--- src/hw/pscm_map.vh ---
`ifndef PSCM_MAP_VH
`define PSCM_MAP_VH

// command codes, first byte on the link is the low byte
`define PSCM_CMD_GET_PID 32'h64697067
`define PSCM_CMD_SET_PID 32'h64697073
`define PSCM_CMD_SET_TRIG 32'h696E7373
`define PSCM_CMD_GET_TRIG 32'h696E7367
`define PSCM_CMD_SET_SOUT 32'h6F6E7373

// frame lengths in bytes, code and checksum included, the echo is the code alone
`define PSCM_LEN_PID 6'd48
`define PSCM_LEN_TRIG 6'd28
`define PSCM_LEN_ECHO 6'd4
// payload bytes between code and checksum
`define PSCM_PAY_PID 6'd42
`define PSCM_PAY_TRIG 6'd22
`define PSCM_PAY_SOUT 6'd10
// bytes of each payload kept in the settings memory, and where
`define PSCM_NST_PID 5'd6
`define PSCM_NST_TRIG 5'd14
`define PSCM_BASE_PID 5'd0
`define PSCM_BASE_TRIG 5'd6
`define PSCM_MEM_BYTES 20

// factory defaults: gains 0x0100/0x0010/0x0001, trigger settings zero
`define PSCM_MEM_DEFAULT 160'h0000000000000000000000000000000100100100

// flag bits of the trigger flag byte
`define PSCM_TF_ON 0
`define PSCM_TF_FALL 1
`define PSCM_TF_ABS 2

// value limits
`define PSCM_FRAC_MAX 16'sd255
`define PSCM_FRAC_MIN -16'sd255
`define PSCM_SPEED_MAX 32'd100000

// timing: dead time unit and clock period in ns
`define PSCM_DEAD_UNIT_NS 1000
`define PSCM_CLK_PERIOD_NS 5
`define PSCM_US_CYC (`PSCM_DEAD_UNIT_NS / `PSCM_CLK_PERIOD_NS)

// register byte offsets on the control bus
`define PSCM_REG_CTRL 8'h00
`define PSCM_REG_STATUS 8'h04
`define PSCM_REG_TRIGCNT 8'h08
`define PSCM_CTRL_RESET 32'h00000001
`define PSCM_RESP_OKAY 2'b00
`define PSCM_RESP_SLVERR 2'b10

`endif

--- src/hw/pscm_setmem.v ---
`timescale 1ns/1ps
`include "pscm_map.vh"

module pscm_setmem (
  input wire ref_clk_i,
  input wire resetn_i,
  input wire we_i,
  input wire [4:0] waddr_i,
  input wire [7:0] wdata_i,
  input wire [4:0] raddr_i,
  output reg [7:0] rdata_o,
  output wire [8*`PSCM_MEM_BYTES-1:0] all_o
);

  localparam [8*`PSCM_MEM_BYTES-1:0] DEFAULTS = `PSCM_MEM_DEFAULT;

  ////////////////////////////////////////////////////////////////////////
  // one byte cell each, reset loads the non-volatile defaults
  genvar i;
  generate
    for (i = 0; i < `PSCM_MEM_BYTES; i = i + 1) begin : g_cell
      reg [7:0] cell_q;
      always @(posedge ref_clk_i or negedge resetn_i) begin
        if (!resetn_i) begin
          cell_q <= DEFAULTS[i*8 +: 8];
        end else if (we_i && waddr_i == i) begin
          cell_q <= wdata_i;
        end
      end
      assign all_o[i*8 +: 8] = cell_q;
    end
  endgenerate

  ////////////////////////////////////////////////////////////////////////
  // registered read port, out of range reads give zero
  always @(posedge ref_clk_i or negedge resetn_i) begin
    if (!resetn_i) begin
      rdata_o <= 8'h00;
    end else if (raddr_i < `PSCM_MEM_BYTES) begin
      rdata_o <= all_o[raddr_i*8 +: 8];
    end else begin
      rdata_o <= 8'h00;
    end
  end

endmodule

--- src/hw/pscm_top.v ---
// Summary of operation
// - code 64697067 reads gains, 48-byte answer
// - answer: three gains, 36 reserved, checksum
// - read answer uses gains held in memory
// - accepted gain write stored, 4-byte echo
// - code 64697073 writes gains, 48-byte request
// - defaults in non-volatile memory before writes
// - code 696E7373 writes trigger, 28 bytes, echo
// - trigger input acts only when flag 0x01
// - flag 0x02 selects falling edge, else rising
// - flag 0x04 absolute move, else relative
// - dead time in microseconds after pulse
// - target steps plus fraction clamped to 255
// - move speed unsigned, limited to 100000
// - speed fraction applied for stepper only
// - code 696E7367 returns 28-byte trigger settings
// - code 6F6E7373 decoded distinctly from others
// - output sync write 16 bytes, 4-byte echo
`timescale 1ns/1ps
`include "pscm_map.vh"

module pscm_top (
  input wire ref_clk_i,
  input wire resetn_i,
  // command byte stream
  input wire rx_valid_i,
  input wire [7:0] rx_data_i,
  output wire rx_ready_o,
  output reg tx_valid_o,
  output reg [7:0] tx_data_o,
  input wire tx_ready_i,
  // motion side
  input wire trig_in_i,
  input wire stepper_mode_i,
  output reg trig_pulse_o,
  output reg trig_in_absolute_move_o,
  output reg [31:0] trig_position_o,
  output reg [15:0] target_microstep_fraction_o,
  output reg [31:0] trig_speed_o,
  output reg [7:0] speed_microstep_fraction_o,
  output wire [15:0] voltage_prop_gain_o,
  output wire [15:0] voltage_integral_gain_o,
  output wire [15:0] voltage_deriv_gain_o,
  // AXI4-Lite slave
  input wire [7:0] s_axi_awaddr,
  input wire s_axi_awvalid,
  output wire s_axi_awready,
  input wire [31:0] s_axi_wdata,
  input wire [3:0] s_axi_wstrb,
  input wire s_axi_wvalid,
  output wire s_axi_wready,
  output reg [1:0] s_axi_bresp,
  output reg s_axi_bvalid,
  input wire s_axi_bready,
  input wire [7:0] s_axi_araddr,
  input wire s_axi_arvalid,
  output wire s_axi_arready,
  output reg [31:0] s_axi_rdata,
  output reg [1:0] s_axi_rresp,
  output reg s_axi_rvalid,
  input wire s_axi_rready
);

  localparam [2:0] S_CODE = 3'd0;
  localparam [2:0] S_PAY = 3'd1;
  localparam [2:0] S_CRC = 3'd2;
  localparam [2:0] S_COMMIT = 3'd3;
  localparam [2:0] S_LOAD = 3'd4;
  localparam [2:0] S_PREP = 3'd5;
  localparam [2:0] S_SEND = 3'd6;
  localparam integer US_CYC_W = `PSCM_US_CYC;
  localparam [7:0] US_CYC = US_CYC_W[7:0];

  reg [2:0] st_q;
  reg [5:0] cnt_q;
  reg [31:0] code_q;
  reg [15:0] sum_q;
  reg [7:0] crc_lo_q;
  reg [5:0] plen_q;
  reg [5:0] tlen_q;
  reg [4:0] nst_q;
  reg [4:0] base_q;
  reg [111:0] stage_q;
  reg [15:0] crc_err_q;
  reg [31:0] ctrl_q;
  wire [159:0] mem_all;
  wire [7:0] mem_rdata;
  wire [31:0] code_new = {rx_data_i, code_q[31:8]};
  wire rx_fire = rx_valid_i & rx_ready_o;
  wire [5:0] pidx = cnt_q - 6'd4;

  ////////////////////////////////////////////////////////////////////////
  // settings memory and its views
  pscm_setmem u_mem (
    .ref_clk_i(ref_clk_i),
    .resetn_i(resetn_i),
    .we_i(st_q == S_COMMIT && cnt_q[4:0] < nst_q),
    .waddr_i(base_q + cnt_q[4:0]),
    .wdata_i(stage_q[cnt_q[3:0]*8 +: 8]),
    .raddr_i(base_q + pidx[4:0]),
    .rdata_o(mem_rdata),
    .all_o(mem_all)
  );

  // gains straight from storage, reset loads defaults
  assign voltage_prop_gain_o = mem_all[15:0];
  assign voltage_integral_gain_o = mem_all[31:16];
  assign voltage_deriv_gain_o = mem_all[47:32];

  wire [7:0] t_flags = mem_all[55:48];
  wire [15:0] t_dead = mem_all[71:56];
  wire [31:0] t_pos = mem_all[103:72];
  wire signed [15:0] t_frac = mem_all[119:104];
  wire [31:0] t_speed = mem_all[151:120];
  wire [7:0] t_sfrac = mem_all[159:152];

  // receive only in input states and while software enables frames
  assign rx_ready_o = ctrl_q[0] && (st_q == S_CODE || st_q == S_PAY ||
                      st_q == S_CRC);

  ////////////////////////////////////////////////////////////////////////
  // frame interpreter
  always @(posedge ref_clk_i or negedge resetn_i) begin
    if (!resetn_i) begin
      st_q <= S_CODE;
      cnt_q <= 6'd0;
      code_q <= 32'h00000000;
      sum_q <= 16'h0000;
      crc_lo_q <= 8'h00;
      plen_q <= 6'd0;
      tlen_q <= 6'd0;
      nst_q <= 5'd0;
      base_q <= 5'd0;
      stage_q <= 112'h0;
      crc_err_q <= 16'h0000;
      tx_valid_o <= 1'b0;
      tx_data_o <= 8'h00;
    end else begin
      case (st_q)
        S_CODE: begin
          if (rx_fire) begin
            code_q <= code_new;
            cnt_q <= cnt_q + 6'd1;
            sum_q <= 16'h0000;
            if (cnt_q == 6'd3) begin
              cnt_q <= 6'd0;
              case (code_new)
                `PSCM_CMD_GET_PID: begin
                  tlen_q <= `PSCM_LEN_PID;
                  nst_q <= `PSCM_NST_PID;
                  base_q <= `PSCM_BASE_PID;
                  st_q <= S_LOAD;
                end
                `PSCM_CMD_GET_TRIG: begin
                  tlen_q <= `PSCM_LEN_TRIG;
                  nst_q <= `PSCM_NST_TRIG;
                  base_q <= `PSCM_BASE_TRIG;
                  st_q <= S_LOAD;
                end
                `PSCM_CMD_SET_PID: begin
                  plen_q <= `PSCM_PAY_PID;
                  nst_q <= `PSCM_NST_PID;
                  base_q <= `PSCM_BASE_PID;
                  st_q <= S_PAY;
                end
                `PSCM_CMD_SET_TRIG: begin
                  plen_q <= `PSCM_PAY_TRIG;
                  nst_q <= `PSCM_NST_TRIG;
                  base_q <= `PSCM_BASE_TRIG;
                  st_q <= S_PAY;
                end
                `PSCM_CMD_SET_SOUT: begin
                  plen_q <= `PSCM_PAY_SOUT;
                  nst_q <= 5'd0;
                  base_q <= 5'd0;
                  st_q <= S_PAY;
                end
                default: begin
                  st_q <= S_CODE; // unknown code dropped
                end
              endcase
            end
          end
        end
        S_PAY: begin
          if (rx_fire) begin
            sum_q <= sum_q + {8'h00, rx_data_i};
            // full count compared, byte 32 on must not alias byte 0
            if (cnt_q < {1'b0, nst_q}) begin
              stage_q[cnt_q[3:0]*8 +: 8] <= rx_data_i;
            end
            cnt_q <= cnt_q + 6'd1;
            if (cnt_q == plen_q - 6'd1) begin
              cnt_q <= 6'd0;
              st_q <= S_CRC;
            end
          end
        end
        S_CRC: begin
          if (rx_fire) begin
            crc_lo_q <= rx_data_i;
            cnt_q <= cnt_q + 6'd1;
            if (cnt_q == 6'd1) begin
              cnt_q <= 6'd0;
              tlen_q <= `PSCM_LEN_ECHO;
              // mismatch leaves storage untouched
              if ({rx_data_i, crc_lo_q} == sum_q) begin
                st_q <= S_COMMIT;
              end else begin
                crc_err_q <= crc_err_q + 16'h0001;
                st_q <= S_CODE;
              end
            end
          end
        end
        S_COMMIT: begin
          // staged bytes written one per cycle, then echo
          if (cnt_q[4:0] == nst_q) begin
            cnt_q <= 6'd0;
            sum_q <= 16'h0000;
            st_q <= S_LOAD;
          end else begin
            cnt_q <= cnt_q + 6'd1;
          end
        end
        S_LOAD: begin
          st_q <= S_PREP; // memory read address settles here
        end
        S_PREP: begin
          tx_valid_o <= 1'b1;
          st_q <= S_SEND;
          if (cnt_q < 6'd4) begin
            tx_data_o <= code_q[cnt_q[1:0]*8 +: 8];
          end else if (cnt_q == tlen_q - 6'd2) begin
            tx_data_o <= sum_q[7:0];
          end else if (cnt_q == tlen_q - 6'd1) begin
            tx_data_o <= sum_q[15:8];
          end else if (pidx < {1'b0, nst_q}) begin
            tx_data_o <= mem_rdata; // live stored values
            sum_q <= sum_q + {8'h00, mem_rdata};
          end else begin
            tx_data_o <= 8'h00; // reserved bytes
          end
        end
        S_SEND: begin
          if (tx_ready_i) begin
            tx_valid_o <= 1'b0;
            if (cnt_q == tlen_q - 6'd1) begin
              cnt_q <= 6'd0;
              st_q <= S_CODE;
            end else begin
              cnt_q <= cnt_q + 6'd1;
              st_q <= S_LOAD;
            end
          end
        end
        default: begin
          st_q <= S_CODE;
        end
      endcase
    end
  end

  ////////////////////////////////////////////////////////////////////////
  // trigger input: synchroniser, edge select, dead time
  reg sin_meta_q;
  reg sin_sync_q;
  reg sin_prev_q;
  reg [7:0] us_cnt_q;
  reg [15:0] dead_q;
  reg [15:0] trig_cnt_q;
  wire us_tick = (us_cnt_q == US_CYC - 8'd1);
  wire edge_rise = sin_sync_q & ~sin_prev_q;
  wire edge_fall = ~sin_sync_q & sin_prev_q;
  wire edge_sel = t_flags[`PSCM_TF_FALL] ? edge_fall : edge_rise;
  wire trig_fire = t_flags[`PSCM_TF_ON] && edge_sel &&
                   dead_q == 16'h0000;

  always @(posedge ref_clk_i or negedge resetn_i) begin
    if (!resetn_i) begin
      sin_meta_q <= 1'b0;
      sin_sync_q <= 1'b0;
      sin_prev_q <= 1'b0;
    end else begin
      sin_meta_q <= trig_in_i;
      sin_sync_q <= sin_meta_q;
      sin_prev_q <= sin_sync_q;
    end
  end

  // divider restarts on a pulse so the dead time is never short
  always @(posedge ref_clk_i or negedge resetn_i) begin
    if (!resetn_i) begin
      us_cnt_q <= 8'h00;
      dead_q <= 16'h0000;
    end else if (trig_fire) begin
      us_cnt_q <= 8'h00;
      dead_q <= t_dead;
    end else begin
      us_cnt_q <= us_tick ? 8'h00 : us_cnt_q + 8'h01;
      if (us_tick && dead_q != 16'h0000) begin
        dead_q <= dead_q - 16'h0001;
      end
    end
  end

  // move request sampled at the pulse, limits applied here
  always @(posedge ref_clk_i or negedge resetn_i) begin
    if (!resetn_i) begin
      trig_pulse_o <= 1'b0;
      trig_in_absolute_move_o <= 1'b0;
      trig_position_o <= 32'h00000000;
      target_microstep_fraction_o <= 16'h0000;
      trig_speed_o <= 32'h00000000;
      speed_microstep_fraction_o <= 8'h00;
      trig_cnt_q <= 16'h0000;
    end else begin
      trig_pulse_o <= trig_fire;
      if (trig_fire) begin
        trig_cnt_q <= trig_cnt_q + 16'h0001;
        trig_in_absolute_move_o <= t_flags[`PSCM_TF_ABS];
        trig_position_o <= t_pos;
        if (!stepper_mode_i) begin
          target_microstep_fraction_o <= 16'h0000;
        end else if (t_frac > `PSCM_FRAC_MAX) begin
          target_microstep_fraction_o <= `PSCM_FRAC_MAX;
        end else if (t_frac < `PSCM_FRAC_MIN) begin
          target_microstep_fraction_o <= `PSCM_FRAC_MIN;
        end else begin
          target_microstep_fraction_o <= t_frac;
        end
        trig_speed_o <= (t_speed > `PSCM_SPEED_MAX) ?
                        `PSCM_SPEED_MAX : t_speed;
        speed_microstep_fraction_o <= stepper_mode_i ?
                                      t_sfrac : 8'h00;
      end
    end
  end

  ////////////////////////////////////////////////////////////////////////
  // AXI4-Lite slave
  reg aw_full_q;
  reg w_full_q;
  reg [7:0] aw_addr_q;
  reg [31:0] w_data_q;
  reg [3:0] w_strb_q;
  assign s_axi_awready = ~aw_full_q & ~s_axi_bvalid;
  assign s_axi_wready = ~w_full_q & ~s_axi_bvalid;
  assign s_axi_arready = ~s_axi_rvalid;

  always @(posedge ref_clk_i or negedge resetn_i) begin
    if (!resetn_i) begin
      aw_full_q <= 1'b0;
      w_full_q <= 1'b0;
      aw_addr_q <= 8'h00;
      w_data_q <= 32'h00000000;
      w_strb_q <= 4'h0;
      s_axi_bvalid <= 1'b0;
      s_axi_bresp <= `PSCM_RESP_OKAY;
      ctrl_q <= `PSCM_CTRL_RESET;
    end else begin
      if (s_axi_awvalid && s_axi_awready) begin
        aw_full_q <= 1'b1;
        aw_addr_q <= s_axi_awaddr;
      end
      if (s_axi_wvalid && s_axi_wready) begin
        w_full_q <= 1'b1;
        w_data_q <= s_axi_wdata;
        w_strb_q <= s_axi_wstrb;
      end
      if (aw_full_q && w_full_q && !s_axi_bvalid) begin
        aw_full_q <= 1'b0;
        w_full_q <= 1'b0;
        s_axi_bvalid <= 1'b1;
        s_axi_bresp <= `PSCM_RESP_OKAY;
        if (aw_addr_q == `PSCM_REG_CTRL) begin
          if (w_strb_q[0]) begin
            ctrl_q[0] <= w_data_q[0]; // only bit 0 is stored
          end
        end else if (aw_addr_q != `PSCM_REG_STATUS &&
                     aw_addr_q != `PSCM_REG_TRIGCNT) begin
          s_axi_bresp <= `PSCM_RESP_SLVERR;
        end
      end else if (s_axi_bvalid && s_axi_bready) begin
        s_axi_bvalid <= 1'b0;
      end
    end
  end

  // read side, one cycle after address accept
  always @(posedge ref_clk_i or negedge resetn_i) begin
    if (!resetn_i) begin
      s_axi_rvalid <= 1'b0;
      s_axi_rdata <= 32'h00000000;
      s_axi_rresp <= `PSCM_RESP_OKAY;
    end else if (s_axi_arvalid && s_axi_arready) begin
      s_axi_rvalid <= 1'b1;
      s_axi_rresp <= `PSCM_RESP_OKAY;
      case (s_axi_araddr)
        `PSCM_REG_CTRL: s_axi_rdata <= {31'h0, ctrl_q[0]};
        `PSCM_REG_STATUS: begin
          s_axi_rdata <= {crc_err_q, 11'h000, dead_q != 16'h0000,
                          ctrl_q[0], st_q};
        end
        `PSCM_REG_TRIGCNT: s_axi_rdata <= {16'h0000, trig_cnt_q};
        default: begin
          s_axi_rdata <= 32'h00000000;
          s_axi_rresp <= `PSCM_RESP_SLVERR;
        end
      endcase
    end else if (s_axi_rvalid && s_axi_rready) begin
      s_axi_rvalid <= 1'b0;
    end
  end

endmodule

--- config.mk ---
export PLATFORM = sky130hd
export DESIGN_NAME = pscm_top
export DESIGN_NICKNAME = d
export VERILOG_FILES = /design/src/hw/pscm_setmem.v /design/src/hw/pscm_top.v
export VERILOG_INCLUDE_DIRS = /design/src /design/src/hw
export SDC_FILE = /design/constraint.sdc
export NUM_CORES = 1
export LEC_CHECK = 0
export BUFFER_PORTS_ARGS = -buffer_cell sky130_fd_sc_hd__buf_2
export CORE_UTILIZATION = 55
export DETAILED_ROUTE_END_ITERATION = 16
export GPL_TIMING_DRIVEN = 0
export PLACE_DENSITY_LB_ADDON = 0.3
export SYNTH_ARGS = -nofsm -noshare
export SYNTH_HDL_FRONTEND = slang
export SYNTH_HIERARCHICAL = 1
export SYNTH_SLANG_ARGS = --single-unit
export TNS_END_PERCENT = 100
--- constraint.sdc ---
create_clock -name ref_clk_i -period 4.8 [get_ports ref_clk_i]
set_input_delay 0.96 -clock ref_clk_i [delete_from_list [all_inputs] [get_ports ref_clk_i]]
set_output_delay 0.96 -clock ref_clk_i [all_outputs]
set_load 0.02 [all_outputs]
==> metrics.txt <==
most frequent cells in the layout dfrtp_1, nand2_1, buf_2; status complete, no violations; Hold/Removal Path Class input port to async pin; GR peak layer met2; Power Density 393.0 nW/um2; GRT met1 Usage around 44%; final wirelength between 70000 and 80000 um; Post-synth EDFFs 0; first drt pass iteration count 5; post-layout net count 2796; clock skew 32.16 ps; post-synthesis register bit count between 500 and 600; Worst Setup End Kind register; DR WL/cell around 23 um; Placed Cells between 3000 and 4000; synth warn 6; Vias around 21000; antenna viol nets, final 0; Data required, critical path 5310 ps; Pins Over Slew Limit 0; htree depth 2; dpl ws -522.6 ps; slowest stage delay, CP 510 ps; critical path arrival between 5000 and 6000 ps; GRT Total Usage a little under a third; Root Driver clkbuf_16; Flop pwr share approximately two fifths; Post-CTS Setup Inserts 0; met2 Track Usage GR between 40% and 50%; worst r2r path cells 13; RR Endpoint u_mem/g_cell[14].cell_q[0]$_DFFE_PN0P_; chip width 222.9 um; commonest non-fill, non-tap cell in the layout dfrtp_1; total negative setup slack 0 ps; vias in the first global route 21050; DRC errors left 0; Avg Cell Area, Syn 11.17 um2; share of post-route cells with drive strength above 1 ~25%; Reg-to-Reg Start cnt_q[2]$_DFFE_PN0P_; WHS approximately 260 ps; Setup crit start kind register; Setup-failing EPs final 0; Int Power 8.278 mW; CP endpoint u_mem/g_cell[14].cell_q[0]$_DFFE_PN0P_; final std cells w/o fill around 3300; Seq/Total Area, Yosys between 50 and 60%; Die Ht 222.9 um; unrepaired setup endpoints after global routing false; largest net degree at the start of global routing 120; clk_lat worst skew 630 ps; Hold Violations, Final 0; Cell variety after synth 82; Area Growth Syn to Fin 14.59%; clock power share 37.1%; NetSw 3.806 mW; combinational power share between 20% and 30%; switching share of power 31.50%; WS Path Type register to register; CP max stage cell dfrtp_1; GPL Wtd Cong 0.9798; # rows 80; CTS Sinks 563; min Tclk post-route 4569 ps; worst-path cell chain clkbuf_1, clkbuf_2, inv_1, clkbuf_2, ha_1, o21bai_1, a21oi_1, nor4b_4, nand2b_1, nor3b_2, and3_1, buf_2, mux2_2; I/O Buffers 220; initial antenna violation count 0; CTS Buffer Depth 3; Worst Setup SP cnt_q[2]$_DFFE_PN0P_; fraction of registers with async set/reset 100.0%; # IOs between 200 and 300; GR Util met3 under 10%; PnR Total Power around 12 mW; Finished Core Util 64.13%; DR vias/cell around 6.2; Core ar. approximately 48000 um2; main flop type after synthesis dfrtp_1; Post-Layout Inst Area about 31000 um2; leak pwr 14.96 nW; Final Worst Setup Slack 231.0 ps; placed cell area 28850 um2; worst-path fanout max 14; cell mode on critical path clkbuf_2; initial core utilization between 50 and 60%; clk slew on worst S/H paths roughly 70 ps; Worst VDD drop 0.3943 mV; first-pass GRT wire length approximately 120000 um; total congestion overflow 0; R2R Setup Slk 230 ps; CTS buffer count 57; max_cap viols 0; mapped cell area between 20000 and 30000 um2; CTS tree done; Worst Tran Pin Value between 1000 and 1500 ps; Gate Count Post-Synth 2403; die area a little under 50000 um2; crit share post-route 95.19%; initial drt markers 2053; worst rel slew slack around a quarter; FMAX ~0.22 GHz; Fill cells 3738; dpl hpwl around 56000 um
## cell families (layout without fill, tap and decap cells)
| kind of cell | after synthesis | in the layout | synth area share (%) |
|---|---|---|---|
| compound gates | 395 | 395 | 9.387 |
| buf+inv | 187 | 514 | 2.998 |
| simple gates | 791 | 791 | 14.08 |
| fa+ha+maj | 37 | 37 | 1.809 |
| flops | 563 | 563 | 52.53 |
| xor+xnor | 84 | 84 | 2.742 |
| other cells | 1 | 3 | 0.01398 |
| mux | 345 | 345 | 16.44 |
## flip-flops by register name, indices dropped and copies added, names as in the netlist, 16 cells and up
signal                       cells
u_mem/g_cell.cell_q            160
stage_q                        112
code_q                          32
s_axi_rdata                     32
trig_position_o                 32
trig_speed_o                    32
crc_err_q                       16
dead_q                          16
sum_q                           16
target_microstep_fraction_o     16
trig_cnt_q                      16
## area by class of cell
class                           count  area, um2  area share [%]
Buffer                            142      638.1           2.075
Inverter                           45      168.9          0.5494
Clock buffer                       77       1582           5.144
Timing Repair Buffer              225       1249           4.061
Multi-Input combinational cell   1654      11960           38.89
Tap cell                          615      769.5           2.503
Clock inverter                     25      285.3          0.9279
Antenna cell                        1      2.502        0.008139
Sequential cell                   563      14090           45.84
## cells in the mapped netlist, types with 7 or more instances
cell      instances  area, um2
o31a_1            8      70.07
xnor2_1          36      315.3
or4_1             9      67.56
nand2_1         434       1629
buf_2            34      170.2
inv_1            45      168.9
nor2b_1          29      181.4
a22o_1           41      359.1
buf_1            13      48.80
and3_1           19      118.9
a22oi_1          16      120.1
nor3_1           29      145.1
dfrtp_1         559      13990
mux2_4            8      120.1
a21oi_1          45      225.2
o21ai_0         182      910.9
a21o_1            8      60.06
ha_1             34      425.4
nor2_1           78      292.8
or2_2             7      43.79
mux2_2          214       2410
buf_4             8      60.06
o31ai_1          30      225.2
a221oi_1          7      61.31
or3_1             9      56.30
and2_1           26      162.7
o211ai_1          9      67.56
mux2i_1          71      710.7
nand3_1          47      235.2
xor2_1           48      420.4
nand4_1          23      143.9
clkbuf_1         83      311.6
nor4_1           22      137.6
nor3b_1           7      52.55
mux4_2           52       1171
a211oi_1          7      52.55
## worst min-delay path by stage
stage / to / slack (ps)
3_5_place_dp: sin_sync_q$_DFF_PN0_ / 350
4_1_cts: tx_data_o[1]$_DFFE_PN0N_ / 260
5_1_grt: tx_data_o[1]$_DFFE_PN0N_ / 300
2_1_floorplan: sin_sync_q$_DFF_PN0_ / 330
6_report: tx_data_o[1]$_DFFE_PN0N_ / 260
3_3_place_gp: sin_sync_q$_DFF_PN0_ / 340
## metal layers
layer	wire, um	share of wire, %	up-vias
li1	-	-	9100
met1	32330	41	10490
met2	35520	45	1042
met3	7114	9.1	209
met4	3324	4.2	0
met5	0	0	-
## worst max-delay path, delay by kind of cell (launching register included)
kind / cells / cell delay [ps]
buffers and inverters: 5 / 1470
AOI/OAI and AO/OA: 2 / 370
muxes: 1 / 360
adders and majority gates: 1 / 420
DFF: 1 / 510
and+or+nand+nor: 4 / 1320
## power by group through the flow
| stage | Combinational [mW] | Clock [mW] | Sequential, mW |
|---|---|---|---|
| floorplan | 1.67 | 0 | 5.05 |
| finish | 2.60 | 4.48 | 5.00 |
| global route | 2.76 | 4.71 | 5.01 |
| global placement | 2.47 | 0 | 5.08 |
| CTS | 2.54 | 4.53 | 5.00 |
| detailed placement | 2.53 | 0 | 5.08 |
## what timing repair did
item,CTS,global route
hold buffers,0,0
resized for setup,2,6
gates cloned,0,0
setup endpoints to repair,142,128
(Power assumes the default switching activity.)
